--- config.mk ---
export PLATFORM = sky130hd
export DESIGN_NAME = lrcf_link_core
export DESIGN_NICKNAME = d
export VERILOG_FILES = /design/src/core/lrcf_link_core.v
export VERILOG_INCLUDE_DIRS = /design/src /design/src/core
export SDC_FILE = /design/constraint.sdc
export NUM_CORES = 1
export LEC_CHECK = 0
export BUFFER_PORTS_ARGS = -buffer_cell sky130_fd_sc_hd__buf_4
export CAP_MARGIN = 0
export CORE_UTILIZATION = 32
export DETAILED_ROUTE_END_ITERATION = 16
export PLACE_DENSITY = 0.51
export SYNTH_ARGS = -nofsm -noshare
export SYNTH_HDL_FRONTEND = slang
export SYNTH_SLANG_ARGS = --single-unit
--- constraint.sdc ---
create_clock -name ref_clk -period 3.3 [get_ports ref_clk]
set_clock_uncertainty 0.2 [all_clocks]
set_input_delay 0.33 -clock ref_clk [delete_from_list [all_inputs] [get_ports ref_clk]]
set_output_delay 0.33 -clock ref_clk [all_outputs]
set_load 0.03 [all_outputs]
--- src/core/lrcf_regs.vh ---
// Constants for the link response and credit flow block
`ifndef LRCF_REGS_VH
`define LRCF_REGS_VH
// Buffer type indices
`define LRCF_BT_PCMD 3'd0
`define LRCF_BT_PDAT 3'd1
`define LRCF_BT_NCMD 3'd2
`define LRCF_BT_NDAT 3'd3
`define LRCF_BT_RCMD 3'd4
`define LRCF_BT_RDAT 3'd5
// Virtual channels
`define LRCF_VC_POSTED 2'd0
`define LRCF_VC_NONPOSTED 2'd1
`define LRCF_VC_RESPONSE 2'd2
// Request kinds
`define LRCF_REQ_DWORD_READ 2'd0
`define LRCF_REQ_BYTE_READ 2'd1
`define LRCF_REQ_ATOMIC 2'd2
`define LRCF_REQ_WRITE 2'd3
// Response command codes
`define LRCF_CMD_READ_RESP 6'h30
`define LRCF_CMD_TARGET_DONE 6'h33
`define LRCF_CMD_CREDIT_RET 6'h00
// Size values
`define LRCF_SIZE_BYTE_READ 4'h0
`define LRCF_SIZE_ATOMIC 4'h1
// Credit counter maximum and reset
`define LRCF_CREDIT_MAX 4'hf
`define LRCF_CREDIT_RESET 4'h0
// Host identifier for downstream
`define LRCF_HOST_UNIT 5'h00
// Credit packet bit positions
`define LRCF_CR_IO_BIT 7
`endif

--- src/core/lrcf_link_core.v ---
// Response framing, stream tagging and credit flow for one link node
// How it works
// (RL1) Response size holds doublewords in the data packet minus one.
// (RL2) Doubleword reads copy request size; byte reads answer size zero.
// (RL3) Atomic read-modify-write responses carry size one.
// (RL4) Failed reads still send all data elements with error flag set.
// (RL5) Error plus nonexistent-address forces all data bits to one.
// (RL6) Nonexistent-address flag driven only alongside the error flag.
// (RL7) Isochronous flag copied from request into every response.
// (RL8) Bridged peer responses also return the request isochronous flag.
// (RL9) Response source tag equals request source tag.
// (RL10) Command buffer freed when the target-done packet issues.
// (RL11) Each nonposted request gets exactly one response kind.
// (RL12) Upstream stream identity taken from unit identifier.
// (RL13) Downstream traffic is one single stream.
// (RL14) Three virtual channels with separate command and data credits.
// (RL15) Accepting requests and issuing responses have no request dependency.
// (RL16) Six receiver buffer types, data buffers of 64 bytes.
// (RL17) Link reset zeroes counters; receiver then advertises its buffers.
// (RL18) Sending decrements the counter; never send on a zero counter.
// (RL19) Freed receiver buffers returned in credit packets; counters increment.
// (RL20) Packet with data needs both command and data credit.
// (RL21) Responses and posted requests always accepted without dependency.
// (RL22) Credit packet bit 7 of bit-time 2 always driven zero.
// (RL23) Each credit field is two bits, releasing zero to three buffers.
// (RL24) Credit counters four bits or wider, saturating, not wrapping.
// (RL25) One counter per buffer type; data packets update both counters.
`timescale 1ns/10ps
`include "lrcf_regs.vh"
module lrcf_link_core #(
    parameter CW = 4,
    parameter DW = 32,
    parameter RX_BUFS = 4
)(
    input wire ref_clk,
    input wire rstn,
    input wire link_rstn,
    input wire req_valid,
    input wire [1:0] req_kind,
    input wire [3:0] req_size,
    input wire req_isoc,
    input wire [4:0] req_source_tag,
    input wire [4:0] req_unit_identifier,
    input wire req_upstream,
    input wire req_bridge_peer,
    input wire req_fail,
    input wire req_nonexistent,
    input wire [DW-1:0] rd_data,
    input wire tx_vc_valid,
    input wire [1:0] tx_vc,
    input wire tx_has_data,
    input wire tx_info,
    input wire cr_valid,
    input wire [7:0] cr_byte1,
    input wire [7:0] cr_byte2,
    input wire [5:0] rx_free,
    output reg resp_valid,
    output reg [5:0] resp_cmd,
    output reg [3:0] resp_size,
    output reg resp_error,
    output reg resp_nonexistent_address_flag,
    output reg resp_isoc,
    output reg resp_bridge,
    output reg [4:0] resp_source_tag,
    output reg [4:0] resp_unit_identifier,
    output reg [4:0] resp_stream,
    output reg [DW-1:0] resp_data,
    output reg resp_data_valid,
    output reg cmd_buf_free,
    output reg tx_grant,
    output reg [6*CW-1:0] credit_count,
    output reg cp_valid,
    output reg [7:0] cp_byte1,
    output reg [7:0] cp_byte2
);
    // Link reset passes two flip-flops
    reg lr_s1_reg;
    reg lr_s2_reg;
    always @(posedge ref_clk or negedge rstn)
    begin
        if (!rstn)
        begin
            lr_s1_reg <= 1'b0;
            lr_s2_reg <= 1'b0;
        end
        else
        begin
            lr_s1_reg <= link_rstn;
            lr_s2_reg <= lr_s1_reg;
        end
    end
    wire link_in_reset = ~lr_s2_reg;

    // Response framing
    reg [3:0] size_next;
    reg [5:0] cmd_next;
    reg has_data;
    always @*
    begin
        has_data = 1'b1;
        cmd_next = `LRCF_CMD_READ_RESP;
        size_next = req_size; // see (RL1) (RL2)
        case (req_kind)
            `LRCF_REQ_DWORD_READ: size_next = req_size; // see (RL2)
            `LRCF_REQ_BYTE_READ: size_next = `LRCF_SIZE_BYTE_READ; // see (RL2)
            `LRCF_REQ_ATOMIC: size_next = `LRCF_SIZE_ATOMIC; // see (RL3)
            `LRCF_REQ_WRITE:
            begin
                has_data = 1'b0; // see (RL11)
                cmd_next = `LRCF_CMD_TARGET_DONE;
                size_next = 4'h0;
            end
            default: size_next = req_size;
        endcase
    end

    // Data beats remaining for a read response, minus one
    reg [3:0] beats_reg;
    reg all_ones_reg;
    reg busy_reg;
    always @(posedge ref_clk or negedge rstn)
    begin
        if (!rstn)
        begin
            resp_valid <= 1'b0;
            resp_cmd <= 6'h00;
            resp_size <= 4'h0;
            resp_error <= 1'b0;
            resp_nonexistent_address_flag <= 1'b0;
            resp_isoc <= 1'b0;
            resp_bridge <= 1'b0;
            resp_source_tag <= 5'h00;
            resp_unit_identifier <= 5'h00;
            resp_stream <= 5'h00;
            resp_data <= {DW{1'b0}};
            resp_data_valid <= 1'b0;
            cmd_buf_free <= 1'b0;
            beats_reg <= 4'h0;
            all_ones_reg <= 1'b0;
            busy_reg <= 1'b0;
        end
        else
        begin
            resp_valid <= 1'b0;
            cmd_buf_free <= 1'b0;
            resp_data_valid <= 1'b0;
            if (req_valid && !busy_reg)
            begin
                // One response per request, never both kinds
                resp_valid <= 1'b1; // see (RL11) (RL15)
                resp_cmd <= cmd_next;
                resp_size <= size_next; // see (RL1)
                resp_error <= req_fail; // see (RL4)
                resp_nonexistent_address_flag <= req_fail & req_nonexistent; // see (RL6)
                resp_isoc <= req_isoc; // see (RL7) (RL8)
                resp_bridge <= req_bridge_peer;
                resp_source_tag <= req_source_tag; // see (RL9)
                resp_unit_identifier <= req_unit_identifier;
                resp_stream <= req_upstream ? req_unit_identifier
                    : `LRCF_HOST_UNIT; // see (RL12) (RL13)
                cmd_buf_free <= ~has_data; // see (RL10)
                busy_reg <= has_data;
                beats_reg <= size_next; // see (RL4)
                all_ones_reg <= req_fail & req_nonexistent; // see (RL5)
            end
            else if (busy_reg)
            begin
                // All beats are sent even on error
                resp_data_valid <= 1'b1; // see (RL4)
                resp_data <= all_ones_reg ? {DW{1'b1}} : rd_data; // see (RL5)
                if (beats_reg == 4'h0)
                begin
                    busy_reg <= 1'b0;
                    cmd_buf_free <= 1'b1;
                end
                else
                    beats_reg <= beats_reg - 4'h1;
            end
        end
    end

    // Transmit credit counters, one per buffer type
    wire [2:0] cmd_type = {tx_vc, 1'b0};
    wire [2:0] dat_type = {tx_vc, 1'b1};
    wire [CW-1:0] cmd_cnt = credit_count[cmd_type*CW +: CW];
    wire [CW-1:0] dat_cnt = credit_count[dat_type*CW +: CW];
    wire vc_ok = tx_vc != 2'd3;
    // Command credit must be nonzero
    wire cmd_ok = cmd_cnt != {CW{1'b0}}; // see (RL18)
    // Data credit needed only with a data packet
    wire dat_ok = !tx_has_data || dat_cnt != {CW{1'b0}}; // see (RL20)
    // Info packets take no credit and are never granted
    wire kind_ok = vc_ok && !tx_info; // see (RL18)
    wire can_send = kind_ok && !link_in_reset && cmd_ok && dat_ok;
    wire send = tx_vc_valid && can_send;
    genvar gi;
    generate
        for (gi = 0; gi < 6; gi = gi + 1)
        begin : g_cnt
            // Pick this buffer type's two-bit release field
            reg [1:0] inc;
            always @*
            begin
                inc = 2'd0;
                if (cr_valid)
                begin
                    case (gi)
                        0: inc = cr_byte1[1:0]; // see (RL23)
                        1: inc = cr_byte1[3:2];
                        2: inc = cr_byte2[1:0];
                        3: inc = cr_byte2[3:2];
                        4: inc = cr_byte1[5:4];
                        5: inc = cr_byte1[7:6];
                        default: inc = 2'd0;
                    endcase
                end
            end
            wire dec = send && (gi == cmd_type || (tx_has_data && gi == dat_type)); // see (RL25)
            wire [CW:0] sum = {1'b0, credit_count[gi*CW +: CW]} + {{(CW-1){1'b0}}, inc}
                - {{CW{1'b0}}, dec};
            always @(posedge ref_clk or negedge rstn)
            begin
                if (!rstn)
                    credit_count[gi*CW +: CW] <= {CW{1'b0}};
                else if (link_in_reset)
                    credit_count[gi*CW +: CW] <= {CW{1'b0}}; // see (RL17)
                else if (sum[CW])
                    credit_count[gi*CW +: CW] <= {CW{1'b1}}; // see (RL24)
                else
                    credit_count[gi*CW +: CW] <= sum[CW-1:0]; // see (RL19) (RL25)
            end
        end
    endgenerate

    always @(posedge ref_clk or negedge rstn)
    begin
        if (!rstn)
            tx_grant <= 1'b0;
        else
            tx_grant <= send; // see (RL14) (RL18)
    end

    // Receiver side credit return: six buffer types, up to three each packet
    reg [6*CW-1:0] owed_reg;
    reg [6*CW-1:0] owed_next;
    reg [11:0] rel;
    integer k;
    integer j;
    reg [CW-1:0] o;
    always @*
    begin
        owed_next = owed_reg;
        rel = 12'h000;
        o = {CW{1'b0}};
        for (k = 0; k < 6; k = k + 1)
        begin
            o = owed_reg[k*CW +: CW];
            rel[k*2 +: 2] = (o > 3) ? 2'd3 : o[1:0]; // see (RL23)
            owed_next[k*CW +: CW] = o - {{(CW-2){1'b0}}, rel[k*2 +: 2]}
                + {{(CW-1){1'b0}}, rx_free[k]}; // see (RL19) (RL16)
        end
    end
    reg adv_done_reg;
    always @(posedge ref_clk or negedge rstn)
    begin
        if (!rstn)
        begin
            owed_reg <= {6*CW{1'b0}};
            adv_done_reg <= 1'b0;
            cp_valid <= 1'b0;
            cp_byte1 <= 8'h00;
            cp_byte2 <= 8'h00;
        end
        else if (link_in_reset)
        begin
            owed_reg <= {6*CW{1'b0}};
            adv_done_reg <= 1'b0;
            cp_valid <= 1'b0;
        end
        else if (!adv_done_reg)
        begin
            // Advertise all buffers after link reset releases
            for (j = 0; j < 6; j = j + 1)
                owed_reg[j*CW +: CW] <= RX_BUFS[CW-1:0]; // see (RL17) (RL16)
            adv_done_reg <= 1'b1;
            cp_valid <= 1'b0;
        end
        else
        begin
            owed_reg <= owed_next;
            cp_valid <= rel != 12'h000;
            cp_byte1 <= {rel[11:10], rel[9:8], rel[3:2], rel[1:0]};
            cp_byte2 <= {1'b0, 3'b000, rel[7:6], rel[5:4]}; // see (RL22)
        end
    end
    // Responses and posted traffic never wait on request issue; see (RL21)
endmodule // lrcf_link_core

# Word-level counts from Yosys, hierarchy flattened
# Index checks and enable logic that the tools add are counted.
# op_classes
addsub	25
order_cmp	6
eq_ne	7
shift	2
mux	46
bitwise	2
reduce_logical	34
# ops
operator	n
two-way mux 4 bit	15
two-way mux 24 bit	2
variable part select 24 x 6 -> 4 bit	2
two-way mux 32 bit	1
adder 4 x 2 -> 5 bit	6
subtractor 5 x 1 -> 5 bit	6
two-way mux 2 bit	13
adder 4 x 1 -> 4 bit	6
> comparator 4 x 2 -> 1 bit (second input constant)	6
subtractor 4 x 2 -> 4 bit	6
logical AND 1 bit	16
two-way mux 1 bit	13
case mux 4 bit (3 select lines)	1
nonzero test 12 bit	1
nonzero test 4 bit	2
logical NOT 3 bit	2
AND reduction 2 bit	3
two-way mux 5 bit	1
== test 2 bit (second input constant)	2
logical NOT 2 bit	2
logical NOT 4 bit	1
!= test 2 bit (second input constant)	2
subtractor 4 x 1 -> 4 bit (second input constant)	1
logical NOT 1 bit	3
8 further kinds	9
# word_totals
register_bits	134

# Depth between registers and ports, before layout
# Gate-level depths: netlist of the first run.
# logic_depth
word_depth	10
depth_mapped	14
mapped_depth_nobuf	13

# Least setup slack after synthesis of the first run
# No wires, ideal clock.
# synth_timing
path_type	flip-flop to flip-flop
startpoint	reg credit_count[20]
endpoint	reg credit_count[10]
setup_time_ps	82
t_arrival_ps	2652
required_ps	3018
setup_slack_ps	366
path_stages_with_launch	14
n_path_buf	0
cell_sequence	dfrtp_1 > nor4_1 > a22oi_1 > a21boi_1 > nor4_1 > ha_1 > inv_1 > ha_1 > inv_1 > fa_1 > nor2b_1 > o21a_1 > or3_4 > a31oi_1
# synth_between
elab_chain_len	9
# synth_lines
element	line	source
from (decl)	lrcf_link_core.v:71	output reg [6*CW-1:0] credit_count,
from (signal, indexed assignment)	lrcf_link_core.v:224	credit_count[gi*CW +: CW] <= {CW{1'b0}};
from (signal, indexed assignment)	lrcf_link_core.v:226	credit_count[gi*CW +: CW] <= {CW{1'b0}};
from (signal, indexed assignment)	lrcf_link_core.v:228	credit_count[gi*CW +: CW] <= {CW{1'b1}};
variable part select 24 x 6 -> 4 bit	lrcf_link_core.v:186	wire [CW-1:0] dat_cnt = credit_count[dat_type*CW +: CW];
nonzero test 4 bit	lrcf_link_core.v:191	wire dat_ok = !tx_has_data || dat_cnt != {CW{1'b0}};
logical OR 1 bit	lrcf_link_core.v:191	
logical AND 1 bit	lrcf_link_core.v:194	wire can_send = kind_ok && !link_in_reset && cmd_ok && dat_ok;
logical AND 1 bit	lrcf_link_core.v:195	wire send = tx_vc_valid && can_send;
logical AND 1 bit	lrcf_link_core.v:218	wire dec = send && (gi == cmd_type || (tx_has_data && gi == dat_type));
subtractor 5 x 1 -> 5 bit	lrcf_link_core.v:220	- {{CW{1'b0}}, dec};
two-way mux 4 bit	lrcf_link_core.v:227	else if (sum[CW])
two-way mux 4 bit	lrcf_link_core.v:225	else if (link_in_reset)
# Every way passes these cells.
# A chain may end at the register's enable or synchronous reset.

# Final worst setup path of the first run
# layout_timing
startpoint	reg credit_count[20]
endpoint	reg credit_count[8]
# Same word-level chain as after synthesis.

==> reports/qor.csv, run 1 <==
metric,value,unit
Slew @ Worst Pin,1260,ps
combined area of the multi-input logic cells,3140,µm²
TritonCTS Buffers,17,
Max Cap Viol,0,
P_leak,4.80,nW
Worst path top cell family by delay,simple AND/OR/NAND/NOR gates,
Tot GR Track Use,16.1,%
RR Startpoint,credit_count[20],
time the worst path needs with I/O delays and setup,3110,ps
Storage cell area,3260,µm²
hold path depth,3,
initial antenna violation count,0,
post-route ant nets,0,
Final nets,1050,
gpl congestion,0.801,
Syn. warnings,0,
Die Area,21600,µm²
CP max stage delay,420,ps
die height,147,µm
crit end category,flop,
Synth area leader,dfrtp_1,
Worst R2R Setup Slack,190,ps
Layout fillers,1923,
unrepaired setup endpoints after global routing,yes,
final wirelength,16.9,mm
Crit path arrival time,3220,ps
vias in the first global route,5629,
endpoint of the worst hold path,cmd_buf_free,
CP startpoint kind,flop,
share of layout cells above drive strength 1,28.5,%
Fmax,322,MHz
HP Start,req_kind[1],
Tcrit/Tclk final,94.2,%
dpl cell area,8370,µm²
max FFs per register,32,
DP HPWL,12.0,mm
worst vdd ir,0.508,mV
final core occ,47.1,%
Area contributors post-synth,"dfrtp_1 (48%), ha_1 (11%), nand2_1 (5.0%)",
post-synthesis cell type count,41,
post-synth top area share,48.4,%
Final Setup Violations,0,
Placeable Area,20400,µm²
crit path kind,reg -> reg,
CTS sink cnt,130,
status,finished clean,
Area growth syn-to-layout,43.0,%
first-pass GRT wire length,27.4,mm
# DRC,0,
synth cell count leaders,"dfrtp_1 (130), nand2_1 (89), inv_1 (76)",
number of I/O pins,191,
drt via density,4.64,
Final TNS setup,0,ps
Post-synth EDFFs,0,
crit-path max FO,4,
post-synthesis cell area,6720,µm²
Post-synth ARST share,100,%
clk slew on worst S/H paths,60,ps
Die W,147,µm
via count,5450,
Buf/Inv on CP,3,
CP Cell Sequence,nor4_4 -> buf_4 -> a22oi_2 -> a21boi_2 -> nor4_2 -> ha_1 -> inv_1 -> ha_1 -> inv_1 -> fa_2 -> nor2b_1 -> o21a_1 -> or3_4 -> a31oi_1,
most common flop cell mapped by yosys,dfrtp_1,
Clock Latency Late Sink,410,ps
"Hold Vio Cnt, Final",0,
Hold Path Class,in -> reg,
final slew viol count,0,
"Avg Cell Area, Syn",10.3,µm²
critical path required time,3410,ps
most frequent cell after synthesis,dfrtp_1,
ANT cells,0,
design area,9620,µm²
R2R depth,14,
"FF+latch count, synth",130,
CTS root buffer,clkbuf_16,
Rel. slew slack,15.9,%
DR WL/cell,14.4,µm
Syn Inst Count,652,
clock buffer depth,2,
global route overflow,0,
largest net degree at the start of global routing,60,
DRT Pass-1 Iters,4,
effective utilization at floorplan,32.9,%
pwr dens,1040,nW/µm²
CTS tree,built,
Max H-tree Level,4,
slowest cell on the critical path,dfrtp_1,
IO Port Bufs,180,
# rows,52,
sequential cell area fraction in the yosys report,48.4,%
Reg2Reg Capture Point,credit_count[8],
drt initial violations,133,
==> metrics by stage <==
step / std cells / hold slack [ps] / total power [mW] / setup WS (ps)
final: 1174 / 33.3 / 9.97 / 193
after global routing: 1174 / 35.4 / 10.7 / 5.59
after CTS: 1171 / 20.7 / 10.0 / 12.0
after detailed placement: 1089 / 137 / 7.89 / -52.4
after global placement: 1089 / 135 / 7.72 / -30.7
after floorplan: 663 / -166 / 6.22 / 366
==> power by group <==
| group | switching (mW) | leakage (nW) | internal, mW |
|---|---|---|---|
| registers | 0.482 | 1.58 | 2.25 |
| logic | 2.96 | 2.92 | 2.26 |
| clock network | 0.714 | 0.308 | 1.31 |
==> metal layers <==
layer  part of all wire, %  GRT usage, %  routed length (µm)  up-vias
met5                     0             0                   0        -
met4                   1.3          5.36                 216        0
met3                   5.2          3.79                 872       19
met2                    49          28.1                8220      163
met1                    45          19.4                7570     2597
li1                      -             -                   -     2671
==> timing repair <==
action	in CTS	in global routing
pin swaps	0	7
hold buffers	51	0
buffers inserted	0	3
setup endpoints to repair	12	23
resized for setup	1	15
hold endpoints to repair	104	0
cloned	0	0
==> cells in the final DEF (no fill, tap or decap), types with 13 or more instances in the layout <==
| cell type | instances |
|---|---|
| dlygate4sd3_1 | 51 |
| nor2_1 | 16 |
| buf_4 | 190 |
| and3_1 | 13 |
| a21oi_1 | 19 |
| xnor2_1 | 13 |
| a21o_1 | 15 |
| dfrtp_1 | 128 |
| nor2b_1 | 20 |
| ha_1 | 61 |
| inv_1 | 76 |
| o21ai_0 | 13 |
| nand2_1 | 88 |
| a31oi_1 | 25 |
| or2_2 | 13 |
| clkbuf_16 | 17 |
| o22a_1 | 32 |
==> cell type report <==
| type | count | share of cell area [%] |
|---|---|---|
| tap | 270 | 3.51 |
| timing repair buffer | 242 | 20.4 |
| multi-input combinational | 424 | 32.7 |
| clock buffer | 20 | 4.75 |
| clock inverter | 11 | 1.86 |
| inverter | 77 | 3.01 |
| sequential | 130 | 33.9 |
==> worst max-delay path by stage <==
| stage | startpoint | end | cells after the start |
|---|---|---|---|
| after CTS | credit_count[20] | credit_count[8] | 14 |
| after global placement | credit_count[20] | credit_count[2] | 14 |
| after global routing | credit_count[11] | credit_count[14] | 13 |
| final | credit_count[20] | credit_count[8] | 14 |
| after detailed placement | credit_count[20] | credit_count[1] | 14 |
| after floorplan | credit_count[20] | credit_count[10] | 13 |
==> cells by family (layout without fill, tap and decap cells) <==
kind of cell               Yosys count  in the layout  share of synthesized area [%]
and+or+nand+nor                    186            186                           13.6
other                                1             12                         0.0558
buffers and inverters              109            350                           6.62
adders and majority gates           73             73                           14.9
AOI/OAI and AO/OA                  127            127                           13.0
muxes                                1              1                          0.167
DFF                                130            130                           48.4
xor gates and xnor gates            25             25                           3.26
==> worst register-to-register path, stage by stage, from the launching register on <==
cell	delay (ps)
dfrtp_1	420
nor4_4	290
buf_4	150
a22oi_2	90
a21boi_2	250
nor4_2	80
ha_1	280
inv_1	40
ha_1	180
inv_1	70
fa_2	210
nor2b_1	50
o21a_1	180
or3_4	350
a31oi_1	180
No activity file was read; power rests on OpenSTA's default activity.
==> run 2, diff against run 1 <==
--- a/config.mk
+++ b/config.mk
@@ -7,9 +7,10 @@
 export NUM_CORES = 1
 export LEC_CHECK = 0
 export BUFFER_PORTS_ARGS = -buffer_cell sky130_fd_sc_hd__buf_4
-export CAP_MARGIN = 0
+export CORE_ASPECT_RATIO = 1.5
 export CORE_UTILIZATION = 32
 export DETAILED_ROUTE_END_ITERATION = 16
+export HOLD_SLACK_MARGIN = 0.12
 export PLACE_DENSITY = 0.51
 export SYNTH_ARGS = -nofsm -noshare
 export SYNTH_HDL_FRONTEND = slang
==> run 2 against run 1 <==
Net effect:
- die area about the same
- first-iteration DRC count increased by 6.8%
- total power decreased by 1.7%
- clock power decreased by 13%
- clock-buffer cell count increased by 6
- non-clock buffer count increased by 17
- critical endpoint is now credit_count[0]
- largest cell class unchanged
==> reports/qor.csv, run 2 (synthesized netlist as in run 1, its figures left out) <==
metric,value,unit
status,finished clean,
combined area of the multi-input logic cells,3160,µm²
IO Port Bufs,180,
Fmax,318,MHz
clk slew on worst S/H paths,60,ps
CP startpoint kind,flop,
die height,180,µm
Hold Path Class,reg -> reg,
Die Area,21600,µm²
via count,5585,
gpl congestion,0.838,
Slew @ Worst Pin,1210,ps
DR WL/cell,14.3,µm
CTS tree,built,
Crit path arrival time,3280,ps
Clock Latency Late Sink,420,ps
Final TNS setup,0,ps
most frequent cells in the layout,"buf_4 (192), dfrtp_1 (124), nand2_1 (88), inv_1 (76), dlygate4sd3_1 (66)",
DP HPWL,12.5,mm
global route overflow,0,
drt via density,4.71,
largest net degree at the start of global routing,87,
number of I/O pins,191,
Max H-tree Level,4,
# rows,64,
Flop pwr share,27.8,%
post-route ant nets,0,
share of layout cells above drive strength 1,28.6,%
Tot GR Track Use,16.5,%
initial antenna violation count,1,
unrepaired setup endpoints after global routing,yes,
effective utilization at floorplan,32.8,%
Sw Ratio,42.3,%
Max Cap Viol,0,
CTS sink cnt,130,
Final nets,1067,
met1 track demand over resource,18.0,%
TritonCTS Buffers,17,
final slew viol count,0,
Final Setup Violations,0,
worst vdd ir,0.492,mV
# DRC,0,
crit end category,flop,
CTS root buffer,clkbuf_16,
time the worst path needs with I/O delays and setup,3150,ps
Tcrit/Tclk final,95.4,%
DRT Pass-1 Iters,4,
clock buffer depth,2,
"commonest non-fill, non-tap cell in the layout",buf_4,
Storage cell area,3260,µm²
P_leak,4.84,nW
Int Pwr,5.65,mW
GR Util met2,30.3,%
critical path required time,3430,ps
met3 usage,3.93,%
Die W,120,µm
max FFs per register,32,
final wirelength,17.0,mm
first-pass GRT wire length,28.0,mm
crit path kind,reg -> reg,
Rel. slew slack,19.0,%
Clk pwr share,17.8,%
Combinational Power Share,54.3,%
vias in the first global route,5903,
Area growth syn-to-layout,44.5,%
GRT busiest layer,met2,
Placeable Area,20500,µm²
Layout fillers,1906,
pwr dens,1010,nW/µm²
"Hold Vio Cnt, Final",0,
final core occ,47.4,%
Net Switching,4.15,mW
crit-path max FO,4,
drt initial violations,142,
==> run 2: cell types whose count changed in the layout (fill, tap and decap cells not counted), sizes merged <==
cell / delta
clkinv: -2
diode: +1
buf: +2
bufinv: -4
inv: -1
dlygate4sd3: +15
clkbuf: +6
==> run 2: repair_timing <==
| item | CTS | global route |
|---|---|---|
| gates resized for setup | 1 | 22 |
| hold endpoints to repair | 114 | 0 |
| pin swaps | 0 | 7 |
| endpoints found under the setup margin | 5 | 22 |
| hold buffers | 66 | 0 |
| setup buffers | 0 | 2 |
==> run 2: worst paths after layout <==
kind                                 start                to  slack [ps]  cells past startpoint
min in group asynchronous             rstn        resp_error         220                      2
hold / removal                   lr_s1_reg         lr_s2_reg         150                      0
setup / recovery           credit_count[7]   credit_count[0]         150                     14
max in group asynchronous             rstn  credit_count[11]        1830                      3
setup reg to reg           credit_count[7]   credit_count[0]         150                     14
hold reg to reg                  lr_s1_reg         lr_s2_reg         150                      0
==> run 2: power groups by stage <==
stage	Clock [mW]	Combinational, mW	Sequential, mW
after floorplan	0	2.56	3.67
after global placement	0	5.04	2.69
after detailed placement	0	5.22	2.72
after CTS	1.80	5.31	2.70
after global routing	1.88	5.88	2.81
final	1.75	5.32	2.73
==> run 2: metal layers <==
| layer | up-vias | wire length [µm] |
|---|---|---|
| met4 | 0 | 263 |
| met1 | 2704 | 6830 |
| met2 | 169 | 9050 |
| met5 | - | 0 |
| li1 | 2693 | - |
| met3 | 19 | 852 |
==> run 2: final cells by class <==
| type | instances | area share (%) |
|---|---|---|
| Clock inverter | 4 | 0.232 |
| Multi-Input combinational cell | 424 | 32.5 |
| Antenna cell | 1 | 0.0258 |
| Timing Repair Buffer | 259 | 21.8 |
| Inverter | 77 | 2.97 |
| Tap cell | 264 | 3.40 |
| Sequential cell | 130 | 33.6 |
| Clock buffer | 26 | 5.45 |
==> run 2: worst max-delay path, cell delays in order, from the launching register on <==
cell and delay [ps]:
dfrtp_2 440, nor4_4 290, buf_4 160, a22oi_2 70, a21boi_2 230, nor4_1 90, ha_1 280, inv_1 40
ha_1 180, inv_1 80, fa_2 220, nor2b_1 50, o21a_1 180, or3_4 360, a31oi_2 190
==> run 2: stage by stage <==
| step | power, mW | instance area (µm²) | instances | setup slack (ps) | hold WS [ps] |
|---|---|---|---|---|---|
| after floorplan | 6.22 | 6770 | 663 | 366 | -166 |
| after global placement | 7.73 | 8390 | 1086 | 48.8 | 128 |
| after detailed placement | 7.94 | 8390 | 1086 | -5.12 | 131 |
| after CTS | 9.82 | 9600 | 1182 | 46.7 | 155 |
| after global routing | 10.6 | 9720 | 1185 | -26.6 | 158 |
| final | 9.80 | 9720 | 1185 | 152 | 150 |
==> run 3, diff against run 2 <==
--- a/config.mk
+++ b/config.mk
@@ -11,6 +11,7 @@
 export CORE_UTILIZATION = 32
 export DETAILED_ROUTE_END_ITERATION = 16
 export HOLD_SLACK_MARGIN = 0.12
+export MAX_ROUTING_LAYER = met4
 export PLACE_DENSITY = 0.51
 export SYNTH_ARGS = -nofsm -noshare
 export SYNTH_HDL_FRONTEND = slang
==> run 3 against run 2 <==
Net effect:
- die area did not move
- via count hardly changed
- cell area is the same
- global-route usage rose by 0.50 points
- sequential share of layout area unchanged
- clock-buffer cell count stayed put
- combinational power is essentially flat
- total power barely moved
- fmax is essentially flat
- final cell count unchanged
- worst setup slack gained 0.52 ps
- worst hold slack is essentially flat
- critical path type unchanged
- largest cell class unchanged
- highest routed layer unchanged
==> reports/qor.csv, run 3 (synthesized netlist as in run 1, its figures left out) <==
metric,value,unit
Int Pwr,5.65,mW
Sw Ratio,42.3,%
crit path kind,reg -> reg,
Max Cap Viol,0,
IO Port Bufs,180,
Slew @ Worst Pin,1220,ps
max FFs per register,32,
die height,180,µm
# DRC,0,
Tcrit/Tclk final,95.4,%
effective utilization at floorplan,32.8,%
slowest cell on the critical path,dfrtp_2,
global route overflow,0,
Placeable Area,20500,µm²
Area growth syn-to-layout,44.5,%
critical path required time,3430,ps
Layout fillers,1906,
DP HPWL,12.5,mm
final slew viol count,0,
CP max stage delay,440,ps
Buf/Inv on CP,3,
Cells after DPL,1086,
P_leak,4.84,nW
design area,9720,µm²
share of layout cells above drive strength 1,28.6,%
initial antenna violation count,1,
R2R depth,14,
Final nets,1067,
Tot GR Track Use,17.0,%
Rel. slew slack,18.6,%
CP Cell Sequence,nor4_4 -> buf_4 -> a22oi_2 -> a21boi_2 -> nor4_1 -> ha_1 -> inv_1 -> ha_1 -> inv_1 -> fa_2 -> nor2b_1 -> o21a_1 -> or3_4 -> a31oi_2,
worst vdd ir,0.491,mV
Hold WS,150,ps
"Hold Vio Cnt, Final",0,
Combinational Power Share,54.4,%
DR WL/cell,14.3,µm
dpl cell area,8390,µm²
Flop pwr share,27.8,%
Max H-tree Level,4,
CTS sink cnt,130,
Crit path arrival time,3270,ps
# rows,64,
Die W,120,µm
critical path depth,14,
drt initial violations,152,
drt via density,4.71,
Clock Latency Late Sink,410,ps
Fmax,318,MHz
unrepaired setup endpoints after global routing,yes,
Net Switching,4.14,mW
Worst path top cell family by delay,simple AND/OR/NAND/NOR gates,
first-pass GRT wire length,28.0,mm
CTS tree,built,
crit end category,flop,
fin cells,1185,
gpl congestion,0.853,
Die Area,21600,µm²
CP startpoint kind,flop,
combined area of the multi-input logic cells,3160,µm²
total power draw,9.79,mW
DRT Pass-1 Iters,4,
via count,5583,
Storage cell area,3260,µm²
clock buffer depth,2,
time the worst path needs with I/O delays and setup,3150,ps
final wirelength,17.0,mm
crit-path max FO,4,
pwr dens,1010,nW/µm²
post-route ant nets,0,
most frequent cells in the layout,"buf_4 (192), dfrtp_1 (124), nand2_1 (88), inv_1 (76), dlygate4sd3_1 (66)",
Final Setup Violations,0,
Clk pwr share,17.8,%
number of I/O pins,191,
vias in the first global route,5905,
largest net degree at the start of global routing,87,
"commonest non-fill, non-tap cell in the layout",buf_4,
CTS root buffer,clkbuf_16,
status,finished clean,
clk slew on worst S/H paths,60,ps
Hold Path Class,reg -> reg,
TritonCTS Buffers,17,
hold path depth,0,
run 3: metal layers:
layer	routed length [µm]	track usage, %	part of all wire [%]	vias to the layer above
li1	-	-	-	2695
met1	6770	18.1	40	2698
met2	9070	30.3	53	169
met3	852	3.87	5.0	21
met4	282	5.88	1.7	0
met5	0	-	0	-
run 3: power by group through the flow:
| stage | Clock, mW | Sequential [mW] | Combinational (mW) |
|---|---|---|---|
| 2_1_floorplan | 0 | 3.67 | 2.56 |
| 3_3_place_gp | 0 | 2.69 | 5.04 |
| 3_5_place_dp | 0 | 2.72 | 5.22 |
| 4_1_cts | 1.80 | 2.70 | 5.31 |
| 5_1_grt | 1.88 | 2.81 | 5.88 |
| 6_report | 1.74 | 2.73 | 5.32 |
run 3: path summary, 6_finish.rpt:
check                           startpoint          endpoint  slack, ps
min                              lr_s1_reg         lr_s2_reg        150
max                        credit_count[7]   credit_count[0]        150
max in group asynchronous             rstn  credit_count[11]       1830
min reg2reg                      lr_s1_reg         lr_s2_reg        150
min in group asynchronous             rstn        resp_error        220
max reg2reg                credit_count[7]   credit_count[0]        150
run 3: timing repair:
action | CTS | global route
endpoints found under the setup margin | 5 | 22
pin swaps | 0 | 7
resized for setup | 1 | 22
hold endpoints to repair | 114 | 0
hold buffers | 66 | 0
setup buffers | 0 | 2
gates cloned | 0 | 0
run 3: cell type report:
type / instances / share of cell area, %
diodes: 1 / 0.0258
clock buffers: 26 / 5.45
clock inverters: 4 / 0.232
inverters: 77 / 2.97
multi-input cells: 424 / 32.5
flip-flops and latches: 130 / 33.6
well taps: 264 / 3.40
repair buffers: 259 / 21.8
run 3: per-stage QoR:
step           utilization, %  TNS (ps)  worst slack (ps)
2_1_floorplan               -         0               366
3_3_place_gp             40.9         0              48.8
3_5_place_dp             40.9     -5.12             -5.12
4_1_cts                  46.9         0              46.7
5_1_grt                  47.4     -41.9             -24.6
6_report                 47.4         0               152
